==> src/verilog/jfp_consts.vh <==
// Purpose: Shared constants of the scan programming port
// Assumes: Included by bare name from every design file that needs it
// Notes: Timing counts are in cycles of clk_i unless the name says NS or TCK
`ifndef JFP_CONSTS_VH
`define JFP_CONSTS_VH

// ====================================================================
// Instruction codes
`define JFP_IR_W 4
`define JFP_IR_RESET_HOLD 4'hc
`define JFP_IR_UNLOCK 4'h4
`define JFP_IR_CMD 4'h5
`define JFP_IR_PLOAD 4'h6
`define JFP_IR_PREAD 4'h7
`define JFP_IR_BYPASS 4'hf
`define JFP_IR_CAPTURE 4'h1

// ====================================================================
// Data register layout
`define JFP_KEY_W 16
`define JFP_KEY_RESET 16'h0000
`define JFP_UNLOCK_SIG 16'ha370
`define JFP_CMD_W 15
`define JFP_CMD_RESET 15'h0000
`define JFP_BYTE_W 8
`define JFP_ADDR_W 16
`define JFP_ADDR_RESET 16'h0000

// ====================================================================
// Timing
`define JFP_CLK_NS 50
`define JFP_TCK_NS 400
`define JFP_PAGE_WR_TCK 11
`define JFP_PAGE_WR_MAX_CYC ((`JFP_PAGE_WR_TCK * `JFP_TCK_NS) / `JFP_CLK_NS)
`define JFP_DISABLE_CLR_CYC 2'd2
`define JFP_TO_W 13
`define JFP_TIMEOUT_0 13'h0010
`define JFP_TIMEOUT_1 13'h0040
`define JFP_TIMEOUT_2 13'h0200
`define JFP_TIMEOUT_3 13'h1000

// ====================================================================
// Page buffer FIFO
`define JFP_FIFO_DEPTH 16
`define JFP_FIFO_AW 4
`define JFP_FIFO_W 25

`endif

==> src/verilog/jfp_prog_port.v <==
// Purpose: Scan-port programming front end behind a four-pin test port
// Assumes: clk_i at 20 MHz oversamples TCK; TCK at least 8x slower
// Notes: TAP actions run on the sampled TCK edge, so they lag the pin
`timescale 1ns/1ps
`include "jfp_consts.vh"

module jfp_prog_port (
   input wire clk_i, // Chip clock, 20 MHz
   input wire rst_i, // Power-on reset, async, active high
   input wire tck_i, // Test clock pin
   input wire tms_i, // Test mode select pin
   input wire tdi_i, // Test data in pin
   output reg tdo_o, // Test data out
   output reg tdo_oe_o, // TDO driven while high
   input wire scan_port_enable_fuse_i, // Enable fuse programmed
   input wire ext_reset_n_i, // External reset pin, active low
   input wire core_dis_wr_i, // Core writes the disable bit
   input wire core_dis_data_i, // Value written by the core
   output reg scan_port_disable_bit_o, // Disable bit of the core control register
   input wire [1:0] clk_opt_fuse_i, // Clock option fuses, time-out select
   output reg core_reset_o, // Core held in reset
   output reg prog_mode_o, // Programming mode active
   input wire [14:0] cmd_result_i, // Result of previous command
   output reg [14:0] cmd_o, // Command on the flash control inputs
   output reg cmd_exec_o, // One-cycle execute clock
   input wire addr_load_i, // Flash controller presets address
   input wire [15:0] addr_preset_i, // Preset word address
   output reg [15:0] word_addr_o, // Word address counter
   input wire [15:0] rd_word_i, // Flash word at word_addr_o
   output reg page_wr_valid_o, // Page buffer write pending
   input wire page_wr_ready_i, // Page buffer accepts the write
   output reg [15:0] page_wr_addr_o, // Word address of the write
   output reg page_wr_high_o, // High byte when set
   output reg [7:0] page_wr_data_o // Byte to write
);

   // ==================================================================
   // TAP states
   localparam S_TLR = 16'h0001;
   localparam S_RTI = 16'h0002;
   localparam S_SDR = 16'h0004;
   localparam S_CDR = 16'h0008;
   localparam S_SHDR = 16'h0010;
   localparam S_E1DR = 16'h0020;
   localparam S_PDR = 16'h0040;
   localparam S_E2DR = 16'h0080;
   localparam S_UDR = 16'h0100;
   localparam S_SIR = 16'h0200;
   localparam S_CIR = 16'h0400;
   localparam S_SHIR = 16'h0800;
   localparam S_E1IR = 16'h1000;
   localparam S_PIR = 16'h2000;
   localparam S_E2IR = 16'h4000;
   localparam S_UIR = 16'h8000;

   wire tck_s;
   wire tms_s;
   wire tdi_s;
   wire ext_rst_n_s;
   reg tck_d;
   wire tck_rise;
   wire tck_fall;
   wire port_usable;
   reg [15:0] state;
   reg [15:0] next_state;
   reg [3:0] ir;
   reg [3:0] ir_shift;
   reg rst_hold;
   reg bypass;
   reg [15:0] key_shift;
   reg [14:0] cmd_shift;
   reg byte_hi;
   reg first_load;
   reg pl_pending;
   reg [7:0] pl_byte;
   reg pl_high;
   reg [15:0] pl_addr;
   reg [1:0] dis_cnt;
   reg [12:0] to_cnt;
   reg [12:0] to_sel;
   reg tdo_next;
   wire upd_dr;
   wire cap_dr;
   wire sh_dr;
   wire pload_upd;
   wire pread_cap;
   wire fifo_in_ready;
   wire fifo_out_valid;
   wire fifo_pop;
   wire [24:0] fifo_out;

   // ==================================================================
   // Pin synchronisers
   jfp_sync u_sync_tck (
      .clk_i(clk_i),
      .rst_i(rst_i),
      .rst_val_i(1'b0),
      .d_i(tck_i),
      .q_o(tck_s)
   );
   jfp_sync u_sync_tms (
      .clk_i(clk_i),
      .rst_i(rst_i),
      .rst_val_i(1'b0),
      .d_i(tms_i),
      .q_o(tms_s)
   );
   jfp_sync u_sync_tdi (
      .clk_i(clk_i),
      .rst_i(rst_i),
      .rst_val_i(1'b0),
      .d_i(tdi_i),
      .q_o(tdi_s)
   );
   jfp_sync u_sync_rst (
      .clk_i(clk_i),
      .rst_i(rst_i),
      .rst_val_i(1'b0),
      .d_i(ext_reset_n_i),
      .q_o(ext_rst_n_s)
   );

   always @(posedge clk_i or posedge rst_i) begin
      if (rst_i) begin
         tck_d <= 1'b0;
      end else begin
         tck_d <= tck_s;
      end
   end

   assign tck_rise = tck_s & ~tck_d;
   assign tck_fall = ~tck_s & tck_d;
   assign port_usable = scan_port_enable_fuse_i & ~scan_port_disable_bit_o;

   // ==================================================================
   // Port disable bit
   // Hardware clear wins over a core write: the core is in reset then
   always @(posedge clk_i or posedge rst_i) begin
      if (rst_i) begin
         dis_cnt <= 2'd0;
         scan_port_disable_bit_o <= 1'b0;
      end else begin
         if (ext_rst_n_s) begin
            dis_cnt <= 2'd0;
         end else if (dis_cnt != `JFP_DISABLE_CLR_CYC) begin
            dis_cnt <= dis_cnt + 2'd1;
         end
         if (!ext_rst_n_s && (dis_cnt == `JFP_DISABLE_CLR_CYC - 2'd1)) begin
            scan_port_disable_bit_o <= 1'b0;
         end else if (core_dis_wr_i) begin
            scan_port_disable_bit_o <= core_dis_data_i;
         end
      end
   end

   // ==================================================================
   // TAP controller
   always @* begin
      next_state = S_TLR;
      case (state)
         S_TLR: next_state = tms_s ? S_TLR : S_RTI;
         S_RTI: next_state = tms_s ? S_SDR : S_RTI;
         S_SDR: next_state = tms_s ? S_SIR : S_CDR;
         S_CDR: next_state = tms_s ? S_E1DR : S_SHDR;
         S_SHDR: next_state = tms_s ? S_E1DR : S_SHDR;
         S_E1DR: next_state = tms_s ? S_UDR : S_PDR;
         S_PDR: next_state = tms_s ? S_E2DR : S_PDR;
         S_E2DR: next_state = tms_s ? S_UDR : S_SHDR;
         S_UDR: next_state = tms_s ? S_SDR : S_RTI;
         S_SIR: next_state = tms_s ? S_TLR : S_CIR;
         S_CIR: next_state = tms_s ? S_E1IR : S_SHIR;
         S_SHIR: next_state = tms_s ? S_E1IR : S_SHIR;
         S_E1IR: next_state = tms_s ? S_UIR : S_PIR;
         S_PIR: next_state = tms_s ? S_E2IR : S_PIR;
         S_E2IR: next_state = tms_s ? S_UIR : S_SHIR;
         S_UIR: next_state = tms_s ? S_SDR : S_RTI;
         default: next_state = S_TLR;
      endcase
   end

   always @(posedge clk_i or posedge rst_i) begin
      if (rst_i) begin
         state <= S_TLR;
         ir <= `JFP_IR_BYPASS;
         ir_shift <= `JFP_IR_CAPTURE;
      end else if (!port_usable) begin
         state <= S_TLR;
         ir <= `JFP_IR_BYPASS;
      end else if (tck_rise) begin
         state <= next_state;
         if (state == S_TLR) begin
            ir <= `JFP_IR_BYPASS;
         end
         if (state == S_CIR) begin
            ir_shift <= `JFP_IR_CAPTURE;
         end
         if (state == S_SHIR) begin
            ir_shift <= {tdi_s, ir_shift[3:1]};
         end
         if (state == S_UIR) begin
            ir <= ir_shift;
         end
      end
   end

   assign cap_dr = port_usable & tck_rise & (state == S_CDR);
   assign sh_dr = port_usable & tck_rise & (state == S_SHDR);
   assign upd_dr = port_usable & tck_rise & (state == S_UDR);
   assign pload_upd = upd_dr & (ir == `JFP_IR_PLOAD) & prog_mode_o;
   assign pread_cap = cap_dr & (ir == `JFP_IR_PREAD) & prog_mode_o;

   // ==================================================================
   // Reset, unlock and bypass registers
   // Reset register is never cleared by the TAP itself
   always @(posedge clk_i or posedge rst_i) begin
      if (rst_i) begin
         rst_hold <= 1'b0;
         bypass <= 1'b0;
         key_shift <= `JFP_KEY_RESET;
         prog_mode_o <= 1'b0;
      end else begin
         if (sh_dr && (ir == `JFP_IR_RESET_HOLD)) begin
            rst_hold <= tdi_s;
         end
         if (cap_dr) begin
            bypass <= 1'b0;
         end else if (sh_dr) begin
            bypass <= tdi_s;
         end
         if (sh_dr && (ir == `JFP_IR_UNLOCK)) begin
            key_shift <= {tdi_s, key_shift[15:1]};
         end
         if (upd_dr && (ir == `JFP_IR_UNLOCK)) begin
            prog_mode_o <= (key_shift == `JFP_UNLOCK_SIG);
         end
      end
   end

   // ==================================================================
   // Core reset with fuse-selected time-out
   always @* begin
      case (clk_opt_fuse_i)
         2'd0: to_sel = `JFP_TIMEOUT_0;
         2'd1: to_sel = `JFP_TIMEOUT_1;
         2'd2: to_sel = `JFP_TIMEOUT_2;
         default: to_sel = `JFP_TIMEOUT_3;
      endcase
   end

   always @(posedge clk_i or posedge rst_i) begin
      if (rst_i) begin
         to_cnt <= 13'h0000;
         core_reset_o <= 1'b0;
      end else if (rst_hold) begin
         to_cnt <= to_sel;
         core_reset_o <= 1'b1;
      end else if (to_cnt != 13'h0000) begin
         to_cnt <= to_cnt - 13'h0001;
         core_reset_o <= 1'b1;
      end else begin
         core_reset_o <= 1'b0;
      end
   end

   // ==================================================================
   // Command and byte register, execute clock
   always @(posedge clk_i or posedge rst_i) begin
      if (rst_i) begin
         cmd_shift <= `JFP_CMD_RESET;
         cmd_o <= `JFP_CMD_RESET;
         cmd_exec_o <= 1'b0;
      end else begin
         cmd_exec_o <= port_usable & tck_rise & (state == S_RTI) & prog_mode_o &
            (ir == `JFP_IR_CMD);
         if (cap_dr && (ir == `JFP_IR_CMD)) begin
            cmd_shift <= cmd_result_i;
         end else if (sh_dr && (ir == `JFP_IR_CMD)) begin
            cmd_shift <= {tdi_s, cmd_shift[14:1]};
         end else if (pread_cap) begin
            cmd_shift[7:0] <= byte_hi ? rd_word_i[15:8] : rd_word_i[7:0];
         end else if (sh_dr && ((ir == `JFP_IR_PLOAD) || (ir == `JFP_IR_PREAD))) begin
            cmd_shift[7:0] <= {tdi_s, cmd_shift[7:1]};
         end
         if (upd_dr && (ir == `JFP_IR_CMD) && prog_mode_o) begin
            cmd_o <= cmd_shift;
         end
      end
   end

   // ==================================================================
   // Byte alternation and word address counter
   // A second page-load update while one is still pending is dropped
   always @(posedge clk_i or posedge rst_i) begin
      if (rst_i) begin
         byte_hi <= 1'b0;
         first_load <= 1'b1;
         word_addr_o <= `JFP_ADDR_RESET;
         pl_pending <= 1'b0;
         pl_byte <= 8'h00;
         pl_high <= 1'b0;
         pl_addr <= `JFP_ADDR_RESET;
      end else begin
         if (pl_pending && fifo_in_ready) begin
            pl_pending <= 1'b0;
         end
         if (port_usable && tck_rise && (state == S_UIR)) begin
            byte_hi <= 1'b0;
            first_load <= 1'b1;
         end else if (pload_upd && !pl_pending) begin
            byte_hi <= ~byte_hi;
            first_load <= 1'b0;
            pl_pending <= 1'b1;
            pl_byte <= cmd_shift[7:0];
            pl_high <= byte_hi;
            if (!byte_hi && !first_load) begin
               pl_addr <= word_addr_o + 16'h0001;
            end else begin
               pl_addr <= word_addr_o;
            end
         end else if (pread_cap) begin
            byte_hi <= ~byte_hi;
         end
         if (addr_load_i) begin
            word_addr_o <= addr_preset_i;
         end else if (pload_upd && !pl_pending && !byte_hi && !first_load) begin
            word_addr_o <= word_addr_o + 16'h0001;
         end else if (pread_cap && byte_hi) begin
            word_addr_o <= word_addr_o + 16'h0001;
         end
      end
   end

   // ==================================================================
   // Page buffer write path
   jfp_fifo #(
      .W(`JFP_FIFO_W),
      .D(`JFP_FIFO_DEPTH),
      .AW(`JFP_FIFO_AW)
   ) u_fifo (
      .clk_i(clk_i),
      .rst_i(rst_i),
      .in_valid_i(pl_pending),
      .in_ready_i_n_o(),
      .in_ready_o(fifo_in_ready),
      .in_data_i({pl_addr, pl_high, pl_byte}),
      .out_valid_o(fifo_out_valid),
      .out_ready_i(fifo_pop),
      .out_data_o(fifo_out)
   );

   assign fifo_pop = fifo_out_valid & (~page_wr_valid_o | page_wr_ready_i);

   always @(posedge clk_i or posedge rst_i) begin
      if (rst_i) begin
         page_wr_valid_o <= 1'b0;
         page_wr_addr_o <= `JFP_ADDR_RESET;
         page_wr_high_o <= 1'b0;
         page_wr_data_o <= 8'h00;
      end else if (fifo_pop) begin
         page_wr_valid_o <= 1'b1;
         page_wr_addr_o <= fifo_out[24:9];
         page_wr_high_o <= fifo_out[8];
         page_wr_data_o <= fifo_out[7:0];
      end else if (page_wr_ready_i) begin
         page_wr_valid_o <= 1'b0;
      end
   end

   // ==================================================================
   // TDO, changed on falling TCK
   always @* begin
      tdo_next = bypass;
      if (state == S_SHIR) begin
         tdo_next = ir_shift[0];
      end else begin
         case (ir)
            `JFP_IR_RESET_HOLD: tdo_next = rst_hold;
            `JFP_IR_UNLOCK: tdo_next = key_shift[0];
            `JFP_IR_CMD: tdo_next = cmd_shift[0];
            `JFP_IR_PLOAD: tdo_next = cmd_shift[0];
            `JFP_IR_PREAD: tdo_next = cmd_shift[0];
            default: tdo_next = bypass;
         endcase
      end
   end

   always @(posedge clk_i or posedge rst_i) begin
      if (rst_i) begin
         tdo_o <= 1'b0;
         tdo_oe_o <= 1'b0;
      end else if (!port_usable) begin
         tdo_oe_o <= 1'b0;
      end else if (tck_fall) begin
         tdo_o <= tdo_next;
         tdo_oe_o <= (state == S_SHDR) | (state == S_SHIR);
      end
   end

endmodule

==> src/verilog/jfp_sync.v <==
// Purpose: Two-stage synchroniser for one level from outside clk_i
// Assumes: Input changes slowly compared with clk_i
// Notes: First stage feeds only the second stage
`timescale 1ns/1ps

module jfp_sync (
   input wire clk_i, // Sampling clock
   input wire rst_i, // Asynchronous reset, active high
   input wire rst_val_i, // Unused marker, tie low
   input wire d_i, // Asynchronous level in
   output reg q_o // Synchronised level out
);

   reg meta;

   always @(posedge clk_i or posedge rst_i) begin
      if (rst_i) begin
         meta <= 1'b0;
         q_o <= 1'b0;
      end else begin
         meta <= d_i;
         q_o <= meta;
      end
   end

endmodule

==> src/verilog/jfp_fifo.v <==
// Purpose: Flop-based FIFO with valid/ready on both sides
// Assumes: Single clock
// Notes: Full and empty derive from an occupancy count
`timescale 1ns/1ps

module jfp_fifo #(
   parameter W = 25,
   parameter D = 16,
   parameter AW = 4
) (
   input wire clk_i, // Clock
   input wire rst_i, // Asynchronous reset, active high
   input wire in_valid_i, // Write request
   output wire in_ready_i_n_o, // Unused, always low
   output wire in_ready_o, // Space available
   input wire [W-1:0] in_data_i, // Write data
   output wire out_valid_o, // Data available
   input wire out_ready_i, // Reader takes head
   output wire [W-1:0] out_data_o // Head entry
);

   reg [W-1:0] mem [0:D-1];
   reg [AW-1:0] wr_ptr;
   reg [AW-1:0] rd_ptr;
   reg [AW:0] count;
   wire push;
   wire pop;
   genvar gi;

   assign in_ready_o = (count != D[AW:0]);
   assign in_ready_i_n_o = 1'b0;
   assign out_valid_o = (count != {(AW+1){1'b0}});
   assign out_data_o = mem[rd_ptr];
   assign push = in_valid_i & in_ready_o;
   assign pop = out_valid_o & out_ready_i;

   // ==================================================================
   // Storage, one flop row per entry
   generate
      for (gi = 0; gi < D; gi = gi + 1) begin : g_ent
         always @(posedge clk_i or posedge rst_i) begin
            if (rst_i) begin
               mem[gi] <= {W{1'b0}};
            end else if (push && ({{(32-AW){1'b0}}, wr_ptr} == gi)) begin
               mem[gi] <= in_data_i;
            end
         end
      end
   endgenerate

   always @(posedge clk_i or posedge rst_i) begin
      if (rst_i) begin
         wr_ptr <= {AW{1'b0}};
         rd_ptr <= {AW{1'b0}};
         count <= {(AW+1){1'b0}};
      end else begin
         if (push) begin
            wr_ptr <= wr_ptr + 1'b1;
         end
         if (pop) begin
            rd_ptr <= rd_ptr + 1'b1;
         end
         if (push && !pop) begin
            count <= count + 1'b1;
         end else if (pop && !push) begin
            count <= count - 1'b1;
         end
      end
   end

endmodule

==> config.mk <==
export PLATFORM = sky130hd
export DESIGN_NAME = jfp_prog_port
export DESIGN_NICKNAME = d
export VERILOG_FILES = /design/src/verilog/jfp_prog_port.v /design/src/verilog/jfp_sync.v /design/src/verilog/jfp_fifo.v
export VERILOG_INCLUDE_DIRS = /design/src /design/src/verilog
export SDC_FILE = /design/constraint.sdc
export NUM_CORES = 1
export LEC_CHECK = 0
export BUFFER_PORTS_ARGS = -buffer_cell sky130_fd_sc_hd__buf_2
export CAP_MARGIN = 20
export CORE_MARGIN = 1.5
export CORE_UTILIZATION = 47
export CTS_CLUSTER_DIAMETER = 40
export DETAILED_ROUTE_END_ITERATION = 10
export GPL_TIMING_DRIVEN = 0
export PLACE_DENSITY = 0.68
export SETUP_SLACK_MARGIN = 0.2
export SYNTH_ARGS = -nofsm -noshare
export SYNTH_HDL_FRONTEND = slang
export SYNTH_SLANG_ARGS = --single-unit
==> constraint.sdc <==
create_clock -name clk_i -period 37.3 [get_ports clk_i]
set_input_delay 7.46 -clock clk_i [delete_from_list [all_inputs] [get_ports clk_i]]
set_output_delay 7.46 -clock clk_i [all_outputs]
set_load 0.03 [all_outputs]
* Word level (Yosys, flattened, before mapping)
Index checks and enable logic that the tools add are counted.
Storage, ports and cells: flip-flop bits (word level) 585, input bits 60, output and inout port bits 63, logic and storage cells 262
Operators by class: add/subtract/negate cells 7, order comparisons 1, equal/unequal tests 45, muxes and demuxes 61, bitwise gates (word level) 26, reductions and logical operators 66
Operator list (number):
- $pmux 16 s12 | 1
- $mux 16 | 8
- $bmux 25 s4 | 1
- $mux 25 | 2
- $mux 8 | 5
- $mux 13 | 3
- $pmux 13 s3 | 1
- $eq 4x4->1 const B | 9
- $logic_and 1x1->1 | 35
- $eq 16x16->1 const B | 2
- $eq 4x3->1 const B | 8
- $mux 15 | 2
- $mux 4 | 6
- $mux 1 | 19
- $mux 9 | 2
- $reduce_bool 2->1 | 9
- $and 1x1->1 | 17
- $add 16x1->16 const B | 1
- $eq 16x1->1 const B | 1
- $eq 16x10->1 const B | 1
- $eq 16x11->1 const B | 1
- $eq 16x12->1 const B | 1
- $eq 16x13->1 const B | 1
- $eq 16x14->1 const B | 1
- other kinds (45) | 69

* Logic depth before layout (Yosys ltp)
Gate-level depths: netlist (run 1).
depth in word-level cells 11, mapped depth 11, gate-level depth less buffers 10

* Modules after synthesis
A second synthesis (run 1) with hierarchy kept.
Unflattened totals: cell total of the unflattened synthesis 2052, area total of the unflattened synthesis 27555.2 um2
By module, submodules not included:
- jfp_fifo | times used 1, cells each 1270, area each 19346.1 um2, seq. area each 10334.9 um2
- jfp_prog_port | times used 1, cells each 770, area each 7993.9 um2, seq. area each 4112.7 um2
- jfp_sync | times used 4, cells each 3, area each 53.8 um2, seq. area each 50.0 um2

* Worst setup path after synthesis (run 1)
No wires, ideal clock.
kind input-to-reg, start input port page_wr_ready_i, end register u_fifo.count[4], library setup time 0.127 ns, data arrival time 9.460 ns, required time 37.173 ns, setup slack 27.713 ns, cell stages on the path 11, buffers on the path 1, cell sequence nand2b_1 > o21ai_1 > clkbuf_1 > ha_1 > inv_1 > fa_1 > a21o_1 > a21oi_1 > xnor2_1 > nor2_1 > xor2_1
On the way: word-level cells in the longest chain between the ends 6, elaborated cells between the ends (all ways) 8, those cells by class 1 x mux; 3 x bitwise; 4 x reduce/logical
RTL lines:
- start, declared | line jfp_prog_port.v:31 | input wire page_wr_ready_i,
- $or 1x1->1 * | line jfp_prog_port.v:351 | assign fifo_pop = fifo_out_valid & (~page_wr_valid_o | page_wr_ready_i);
- $and 1x1->1 * | line jfp_prog_port.v:351
- $and 1x1->1 * | line jfp_fifo.v:35 | assign pop = out_valid_o & out_ready_i;
- $logic_not 1->1 | line jfp_fifo.v:63 | if (push && !pop) begin
- $logic_and 1x1->1 | line jfp_fifo.v:63
- $mux 5 or $reduce_bool 2->1 (tied branches)
- end signal, assigned | line jfp_fifo.v:55 | count <= {(AW+1){1'b0}};
- end signal, assigned | line jfp_fifo.v:64 | count <= count + 1'b1;
- end signal, assigned | line jfp_fifo.v:66 | count <= count - 1'b1;
- end, declared | line jfp_fifo.v:25 | reg [AW:0] count;
Mark *: on every way between the ends. The rest lies on a longest branch, timed or not. A chain may end at the register's enable or synchronous reset.

* Worst setup path in the final report (run 1)
Same ends and word-level chain as after synthesis.

==> flow_summary.ini, run 1 <==
[critical_path]
cp.arrival_ns = 10.01
critPathKind = in -> reg
r2r_start = u_fifo.rd_ptr[0]$_DFFE_PP0P_
end_kind = flop
start_kind = primary input
r2r_end = page_wr_addr_o[7]$_DFFE_PP0P_
r2r_cells = 7
cp.required_ns = 37.80
crit_start = page_wr_ready_i
r2r_slack_ns = 33.67
crit_path_max_fanout = 10

[clock_tree]
cts_root_buf = clkbuf_16
cts_max_path_buffers = 3
post_cts_resized = 0
cts_setup_buffers = 0
cts_buffers = 93
htree_levels = 3
cts_sinks = 585
clk_latency_ns = 0.63
ctsHoldBuffers = 0
clk_pin_slew_worst_paths_ns = 0.05
cts_tree = done

[finish]
num-fill-cells = 4550
drive_gt1_share_pct = 41.17
final_common_cell = dfrtp_1
antenna_cells = 0
nets = 2203
most-common-layout-cells = dfrtp_1, mux2_2, buf_2, mux4_2, clkbuf_1
area_growth_pct = 18.84

[timing]
fin_crit_sh_pct = 25.49
setup_viol = 0
fin_skew_ns = 0.02753
finalSetupTns_ns = 0
slew_headroom_pct = 30.10
clock.fmax_ghz = 0.1052
slew_violations = 0
min_period_ns = 9.506
finalWorstSetupSlack_ns = 27.79
rsz0062_at_grt = false
tightest_slew_ns = 1.048
hold_viol = 0

[power_and_ir_drop]
switching_power_mw = 0.4947
pwr-share-clk_pct = 49.3
peakVddDrop_uv = 33.52
p_comb_share_pct = 14.0
intPower_mw = 1.291
leakage_nw = 15.23
swShare_pct = 27.70
p_per_area_nw_per_um2 = 56.23
seqPwrFrac_pct = 36.7

[yosys]
synthFlopType = dfrtp_1
netlist_area_um2 = 26720
syn_area_per_cell_um2 = 14.05
async_flop_share_pct = 100.0
synth.yosys.seq_area_share_pct = 54.81
synth_nets = 1976
syn_inst = 1902
synth_edf_count = 0
synth.distinct_cells = 60
ys_seq_elements = 585
ys_warn_count = 0

[route]
vias = 16850
wl_per_cell_um = 22.05
totalWireLength_um = 65360
ant_nets = 0
drtPass1Iterations = 5
drt-initial-drc-count = 1005
drcViolationCount = 0
drt-vias-per-instance = 5.685

[die]
coreArea_um2 = 56280
die_y_um = 241.5
fp.dieArea_um2 = 58300
rows = 87
start_util_pct = 47.49
die_w_um = 241.5
io_pins = 123

[worst_hold_path]
hold_start = u_sync_tck.meta$_DFF_PP0_
whs_endpoint = u_sync_tck.q_o$_DFF_PP0_
hold_path_class = reg -> reg
hold_depth = 0

[outcome]
status = finished, final reports clean

[global_routing]
grt_usage_pct = 23.26
antenna_found_initial = 0
grt_max_degree = 134
grt_pass1_wl_um = 103300
overflow = 0
grt_pass1_vias = 17780

[placed_design]
place_congestion = 0.8624
place.detailed.hpwl_um = 45430
io_buffers = 122
preCtsSetupSlack_ns = 27.08

[flow_run]
drv_cap = 0
==> per-layer routing <==
metal / up-vias / global-route usage, % / routed length [um]
li1: 7481 / - / -
met1: 8831 / 31.65 / 28800
met2: 443 / 37.90 / 31640
met3: 96 / 4.262 / 3504
met4: 0 / 7.538 / 1414
met5: - / 0 / 0
==> metrics by stage <==
stage               hold WS, ns  instances  cell area [um2]  total power [mW]  util [%]
floorplan                0.3312       1902            26720            0.8286         -
global placement         0.3325       2780            28280            0.9039     50.25
detailed placement       0.3355       2787            28470            0.9166     50.59
CTS                      0.3430       2961            31710             1.801     56.35
global route             0.3448       2964            31760             1.849     56.43
finish                   0.3427       2964            31760             1.786     56.43
==> sequential cells by signal, indices dropped and copies added (netlist names), 2 cells and up <==
name / cells
cmd_o: 15
cmd_shift: 15
dis_cnt: 2
ir: 4
ir_shift: 4
key_shift: 16
page_wr_addr_o: 16
page_wr_data_o: 8
pl_addr: 16
pl_byte: 8
state: 16
to_cnt: 13
u_fifo.count: 5
u_fifo.mem: 400
u_fifo.rd_ptr: 4
u_fifo.wr_ptr: 4
word_addr_o: 16
==> critical path, stage by stage <==
cell and delay, ns:
buf_2 0.09, nand2b_1 0.15, o21ai_1 0.33, clkbuf_1 0.46, ha_1 0.27, inv_1 0.11
fa_1 0.42, a21o_1 0.17, a21oi_1 0.19, xnor2_1 0.14, nor2_1 0.07, xor2_1 0.14
==> cell families after synthesis <==
family / count (synthesis) / synth area share (%)
AO/OA/AOI/OAI: 156 / 3.661
AND/OR/NAND/NOR: 322 / 6.110
adder cells (fa/ha/maj): 14 / 0.6836
multiplexers: 603 / 30.33
XOR/XNOR: 59 / 1.934
flip-flops: 585 / 54.81
buffers and inverters: 163 / 2.472
==> area by class of cell <==
cell class / count / area, um2 / area share (%)
buffer: 140 / 574.3 / 1.808
clock buffer: 107 / 2514 / 7.915
clock inverter: 67 / 730.7 / 2.301
inverter: 23 / 93.84 / 0.2955
multi-input combinational: 1154 / 11420 / 35.95
sequential: 585 / 14650 / 46.12
tap: 756 / 945.9 / 2.978
timing repair buffer: 132 / 835.8 / 2.632
==> power by group through the flow <==
stage          clock network [mW]  registers [mW]  logic, mW
2_1_floorplan                   0           0.672      0.157
4_1_cts                     0.894           0.656      0.251
3_5_place_dp                    0           0.667      0.250
3_3_place_gp                    0           0.667      0.237
6_report                    0.880           0.656      0.250
5_1_grt                     0.922           0.657      0.270
==> cell usage after synthesis, drive strengths merged (6+ instances only) <==
cell type	instances	area [um2]
a2111oi	8	107.6
a21o	13	97.59
a21oi	27	135.1
buf	36	183.9
clkbuf	104	390.4
dfrtp	578	14460
dfstp	7	183.9
ha	13	162.7
inv	23	86.33
mux2	464	5225
mux2i	20	200.2
mux4	119	2680
nand2	83	311.6
nand2b	12	75.07
nand3	35	180.2
nand4	16	100.1
nor2	88	332.8
nor2b	7	43.79
nor3	17	85.08
nor4	17	121.4
nor4b	8	85.08
o21ai	69	345.3
o221ai	6	52.55
o22ai	11	68.82
or3	8	55.05
or4	11	86.33
xnor2	45	394.1
xor2	14	122.6
==> worst max-delay path by stage <==
stage	end	cells past startpoint
final	u_fifo.count[4]$_DFFE_PP0P_	12
after global routing	u_fifo.count[4]$_DFFE_PP0P_	12
after CTS	u_fifo.count[4]$_DFFE_PP0P_	12
after detailed placement	u_fifo.count[4]$_DFFE_PP0P_	12
after global placement	page_wr_addr_o[7]$_DFFE_PP0P_	2
after floorplan	bypass$_DFFE_PP0P_	1
Power figures use the tool's default switching activity.
==> run 2, diff against run 1 <==
- clock period: 37.3 -> 9.6 ns (I/O delays scaled with it)
==> run 2 against run 1 <==
Compared with the run above:
- first-iteration DRC count is 1.1% higher
- total power grew to 3.9 times the previous value
- clock power grew to 3.9 times the previous value
- flip-flop and latch count stayed put
- count of clock-buffer cells in the layout is 5 higher
- core utilization is 0.20 points higher
- critical endpoint unchanged
- largest power group unchanged
==> flow_summary.ini, run 2 (synthesized netlist as in run 1, its figures left out) <==
[global_routing]
overflow = 0
met2_usage_pct = 37.95
grt_use_met3_pct = 4.136
grt_pass1_vias = 17780
grt_usage_pct = 23.23
grt_max_degree = 45
top_usage_layer = met2
antenna_found_initial = 1
grt_pass1_wl_um = 103100
gr-usage-met1_pct = 31.99

[timing]
setup_viol = 0
slew_headroom_pct = 30.32
finalSetupTns_ns = 0
clock.fmax_ghz = 0.2504
fin_crit_sh_pct = 41.60
tightest_slew_ns = 1.045
fin_skew_ns = 0.02647
slew_violations = 0
rsz0062_at_grt = false
hold_ws_ns = 0.3460
min_period_ns = 3.994
hold_viol = 0

[clock_tree]
cts_sinks = 585
cts_max_path_buffers = 3
cts_root_buf = clkbuf_16
clk_latency_ns = 0.63
clk_pin_slew_worst_paths_ns = 0.05
ctsHoldBuffers = 0
cts_buffers = 92
htree_levels = 3
post_cts_resized = 0
cts_tree = done
cts_setup_buffers = 0

[route]
drtPass1Iterations = 5
wl_per_cell_um = 21.96
drt-vias-per-instance = 5.693
drt-initial-drc-count = 1016
totalWireLength_um = 65280
ant_nets = 0
drcViolationCount = 0
vias = 16930

[finish]
nets = 2212
area_growth_pct = 19.27
post-route-util_pct = 56.64
largest_register_ffs = 400
num-fill-cells = 4462
antenna_cells = 0
largest_register = u_fifo.mem
drive_gt1_share_pct = 41.09
most-common-layout-cells = dfrtp_1, mux2_2, buf_2, mux4_2, clkbuf_1
final_common_cell = dfrtp_1

[power_and_ir_drop]
leakage_nw = 15.31
peakVddDrop_uv = 142.1
p_per_area_nw_per_um2 = 216.9
p_total_mw = 6.913

[critical_path]
start_kind = primary input
crit_path_max_fanout = 10
slowest_stage = clkbuf_1
path_cells = buf_2 -> nand2b_1 -> o21ai_1 -> clkbuf_1 -> ha_1 -> inv_1 -> fa_1 -> a21o_1 -> a21oi_1 -> xnor2_1 -> nor2_1 -> xor2_1
cp-endpoint = u_fifo.count[4]$_DFFE_PP0P_
cp.arrival_ns = 4.49
r2r_start = u_fifo.rd_ptr[0]$_DFFE_PP0P_
crit_start = page_wr_ready_i
critical_path.max_stage_delay_ns = 0.47
r2r_end = page_wr_addr_o[1]$_DFFE_PP0P_
r2r_slack_ns = 5.92
cp.required_ns = 10.10
end_kind = flop
critPathKind = in -> reg
r2r_cells = 7

[flow_run]
drv_cap = 0

[die]
io_pins = 123
die_w_um = 241.5
rows = 87
fp.dieArea_um2 = 58300
start_util_pct = 47.49
die_y_um = 241.5
coreArea_um2 = 56280

[placed_design]
io_buffers = 122
place_congestion = 0.8601
place.detailed.hpwl_um = 46100

[outcome]
status = finished, final reports clean

[worst_hold_path]
hold_path_class = reg -> reg
[run 2: cell count changes in the layout (fill, tap and decap cells not counted), moves of 3 or more]
cell        before  now
clkinvlp_4      16   10
buf_16           6    0
clkinv_2         9   13
inv_6           15   12
clkbuf_1       108  115
buf_12           0   15
[run 2: power by group]
| group | leakage, nW | switching [mW] | internal [mW] |
|---|---|---|---|
| sequential | 8.01 | 0.0394 | 2.51 |
| combinational | 5.74 | 0.590 | 0.364 |
| clock | 1.56 | 1.25 | 2.16 |
| total | 15.3 | 1.88 | 5.03 |
[run 2: critical path, delay by kind of cell]
family                   cells  cell delay, ns
AO/OA/AOI/OAI                3            0.71
adder cells (fa/ha/maj)      2            0.69
AND/OR/NAND/NOR              2            0.21
buffers and inverters        3            0.67
XOR/XNOR                     2            0.28
[run 2: how the worst min path moves through the flow]
| stage | end | start | slack (ns) | cells past startpoint |
|---|---|---|---|---|
| finish | u_sync_tms.q_o$_DFF_PP0_ | u_sync_tms.meta$_DFF_PP0_ | 0.35 | 0 |
| global placement | u_sync_tdi.q_o$_DFF_PP0_ | u_sync_tdi.meta$_DFF_PP0_ | 0.33 | 0 |
| floorplan | u_sync_rst.q_o$_DFF_PP0_ | u_sync_rst.meta$_DFF_PP0_ | 0.33 | 0 |
| detailed placement | u_sync_tms.q_o$_DFF_PP0_ | u_sync_tms.meta$_DFF_PP0_ | 0.34 | 0 |
| CTS | u_sync_tms.q_o$_DFF_PP0_ | u_sync_tms.meta$_DFF_PP0_ | 0.35 | 0 |
| global route | u_sync_tms.q_o$_DFF_PP0_ | u_sync_tms.meta$_DFF_PP0_ | 0.36 | 0 |
[run 2: through the flow]
stage / area, um2 / instances / setup WS (ns)
after floorplan: 26730 / 1902 / -0.2877
after global placement: 28280 / 2780 / -3.242
after detailed placement: 28630 / 2798 / 4.936
after CTS: 31840 / 2971 / 5.596
after global routing: 31870 / 2973 / 5.430
final: 31870 / 2973 / 5.606
[run 2: per-layer routing]
| layer | vias to the layer above | wire length, um |
|---|---|---|
| li1 | 7512 | - |
| met1 | 8847 | 29070 |
| met2 | 465 | 31580 |
| met3 | 100 | 3426 |
| met4 | 2 | 1180 |
| met5 | - | 13 |
[run 2: area by class of cell]
type                    instances  area (um2)  area share, %
multi-input cells            1154       11420          35.82
repair buffers                142       985.9          3.093
clock inverters                61       711.9          2.234
clock buffers                 112        2501          7.847
flip-flops and latches        585       14650          45.96
plain buffers                 140       574.3          1.802
inverters                      23       90.09         0.2826
well taps                     756       945.9          2.968
==> run 3, diff against run 2 <==
- ABC_AREA: unset -> 1
- clock period: 9.6 -> 3.89 ns (I/O delays scaled with it)
==> run 3 against run 2 <==
Compared with the run above:
- worst setup slack lost 4.9 ns
- hold slack lost 0.12 ns
- die area grew 0.49%
- wire length grew 39%
- combinational power shrank 49%
- global-route usage grew 7.8 points
- sequential share of layout area shrank 0.20 points
- highest routed layer unchanged
==> flow_summary.ini, run 3 <==
[clock_tree]
cts_tree = done
cts_root_buf = clkbuf_16
post_cts_resized = 0
cts_max_path_buffers = 3
clk_latency_ns = 0.66
cts_sinks = 585
cts_buffers = 91
cts_setup_buffers = 0
htree_levels = 3
clk_pin_slew_worst_paths_ns = 0.06
ctsHoldBuffers = 0

[yosys]
syn_inst = 3108
ys_seq_elements = 585
ys_warn_count = 0
synth_nets = 3182
synth_edf_count = 0
synth_top_family_by_area = simple AND/OR/NAND/NOR gates
syn_area_per_cell_um2 = 8.641
synthMuxAreaShare_pct = 0.6895
synth_adder_area_share_pct = 0.6802
synth.yosys.seq_area_share_pct = 54.54
synth_most_common_cell = nand2_1
yosysTopAreaCellShare_pct = 53.86
synth_simple_gate_area_share_pct = 18.69
async_flop_share_pct = 100.0
synth-xor-area-share_pct = 1.011
netlist_area_um2 = 26860
synthFlopType = dfrtp_1
synthTopCellsByArea = dfrtp_1, o21ai_0, nand2_1
synth_compound_area_share_pct = 18.31
synth.top_cells.by_count = nand2_1, o21ai_0, dfrtp_1
synth.distinct_cells = 51
yosysTopAreaCell = dfrtp_1

[worst_hold_path]
hold_path_class = in -> async

[critical_path]
cp.required_ns = 4.43
critical_path.max_stage_delay_ns = 0.66
r2r_cells = 13
critPathKind = reg -> reg
critPathTopFamily = simple AND/OR/NAND/NOR gates
r2r_end = u_fifo.count[4]$_DFFE_PP0P_
cp.arrival_ns = 3.77
path_buf_inv = 2
crit_path_max_fanout = 10
path_cells = nor4_4 -> nand2_1 -> nand2_1 -> clkbuf_1 -> ha_1 -> inv_1 -> ha_1 -> a21o_1 -> a31oi_1 -> nand2_1 -> nand2_1 -> nor2_1 -> xor2_1
cp_common_cell = nand2_1
start_kind = flop
slowest_stage = clkbuf_1
r2r_slack_ns = 0.66
r2r_start = u_fifo.count[1]$_DFFE_PP0P_
end_kind = flop

[timing]
slew_violations = 0
finalSetupTns_ns = 0
setup_viol = 0
min_period_ns = 3.230
clock.fmax_ghz = 0.3096
slew_headroom_pct = 27.38
hold_viol = 0
rsz0062_at_grt = false
tightest_slew_ns = 1.089
fin_crit_sh_pct = 83.03
fin_skew_ns = 0.03224
finalWorstSetupSlack_ns = 0.6602

[placed_design]
place.detailed.hpwl_um = 64420
io_buffers = 121
preCtsSetupSlack_ns = 0.3395
place_congestion = 0.9720
dpl-instance-area_um2 = 28730

[global_routing]
grt_pass1_vias = 23510
grt_pass1_wl_um = 139000
grt_max_degree = 45
grt_usage_pct = 31.01
overflow = 0
antenna_found_initial = 1

[flow_run]
drv_cap = 0

[power_and_ir_drop]
peakVddDrop_uv = 377.2
leakage_nw = 14.91
p_total_mw = 15.25
p_per_area_nw_per_um2 = 476.3

[route]
drtPass1Iterations = 7
drcViolationCount = 0
totalWireLength_um = 90690
drt-initial-drc-count = 2569
vias = 23820
ant_nets = 0
wl_per_cell_um = 21.73
drt-vias-per-instance = 5.706

[finish]
area_growth_pct = 19.19
largest_register = u_fifo.mem
drive_gt1_share_pct = 14.34
nets = 3412
fin_area_um2 = 32010
final_common_cell = nand2_1
largest_register_ffs = 400
num-fill-cells = 5166
post-route-util_pct = 56.77
most-common-layout-cells = nand2_1, o21ai_0, dfrtp_1, nor2_1, buf_2

[outcome]
status = finished, final reports clean

[die]
die_y_um = 242.0
coreArea_um2 = 56390
io_pins = 123
fp.dieArea_um2 = 58590
start_util_pct = 47.63
die_w_um = 242.0
rows = 87
[run 3: cell count changes in the layout (fill, tap and decap cells not counted), sizes merged, moves of 119 or more]
cell,before,now
mux2,464,4
nor2,88,282
inv,38,164
nand2,83,743
o21ai,69,731
mux4,119,0
[run 3: per-layer routing]
layer	track usage, %	wire length, um
met1	40.10	36190
met2	47.71	40390
met3	8.574	9212
met4	16.16	4893
met5	0	13
[run 3: per-stage QoR]
stage	hold slack, ns	std cells
floorplan	0.3312	3108
finish	0.2238	4174
global route	0.2132	4172
detailed placement	0.3387	4001
global placement	0.3317	3985
CTS	0.2124	4172
[run 3: worst reg2reg max path, stage by stage (launching register included)]
cell and delay [ns]:
dfrtp_1 0.44, nor4_4 0.37, nand2_1 0.11, nand2_1 0.11
clkbuf_1 0.66, ha_1 0.32, inv_1 0.11, ha_1 0.34
a21o_1 0.17, a31oi_1 0.17, nand2_1 0.09, nand2_1 0.07
nor2_1 0.04, xor2_1 0.13
[run 3: power breakdown]
part	switching, mW	total, mW	internal, mW
Sequential	0.0451	6.17	6.13
Clock	3.25	8.59	5.34
Combinational	0.335	0.482	0.147
[run 3: cells by family (layout without fill, tap and decap cells)]
| group | after synthesis | after routing |
|---|---|---|
| other | 0 | 2 |
| AND/OR/NAND/NOR | 1188 | 1188 |
| multiplexers | 18 | 18 |
| AO/OA/AOI/OAI | 900 | 900 |
| XOR/XNOR | 31 | 31 |
| adder cells (fa/ha/maj) | 14 | 14 |
| flip-flops | 585 | 585 |
| buffers and inverters | 372 | 680 |
[run 3: worst max-delay path by stage]
stage	startpoint	end	slack [ns]	cells after the start
after floorplan	rst_i	bypass$_DFFE_PP0P_	-4.86	1
after global placement	rst_i	u_fifo.mem[108]$_DFFE_PP0P_	-8.29	2
after detailed placement	page_wr_ready_i	u_fifo.count[4]$_DFFE_PP0P_	0.34	14
after CTS	u_fifo.count[1]$_DFFE_PP0P_	u_fifo.count[4]$_DFFE_PP0P_	0.65	13
after global routing	u_fifo.count[1]$_DFFE_PP0P_	u_fifo.count[4]$_DFFE_PP0P_	0.48	13
final	u_fifo.count[1]$_DFFE_PP0P_	u_fifo.count[4]$_DFFE_PP0P_	0.66	13
[run 3: cell type report]
cell class                      instances  area (um2)  area share [%]
Sequential cell                       585       14650           45.76
Multi-Input combinational cell       2151       10580           33.04
Clock buffer                          105        2441           7.626
Buffer                                216        1045           3.264
Tap cell                              756       945.9           2.955
Timing Repair Buffer                  137       925.9           2.892
Clock inverter                         66       832.0           2.599
Inverter                              156       591.8           1.849
Antenna cell                            2       5.005         0.01563
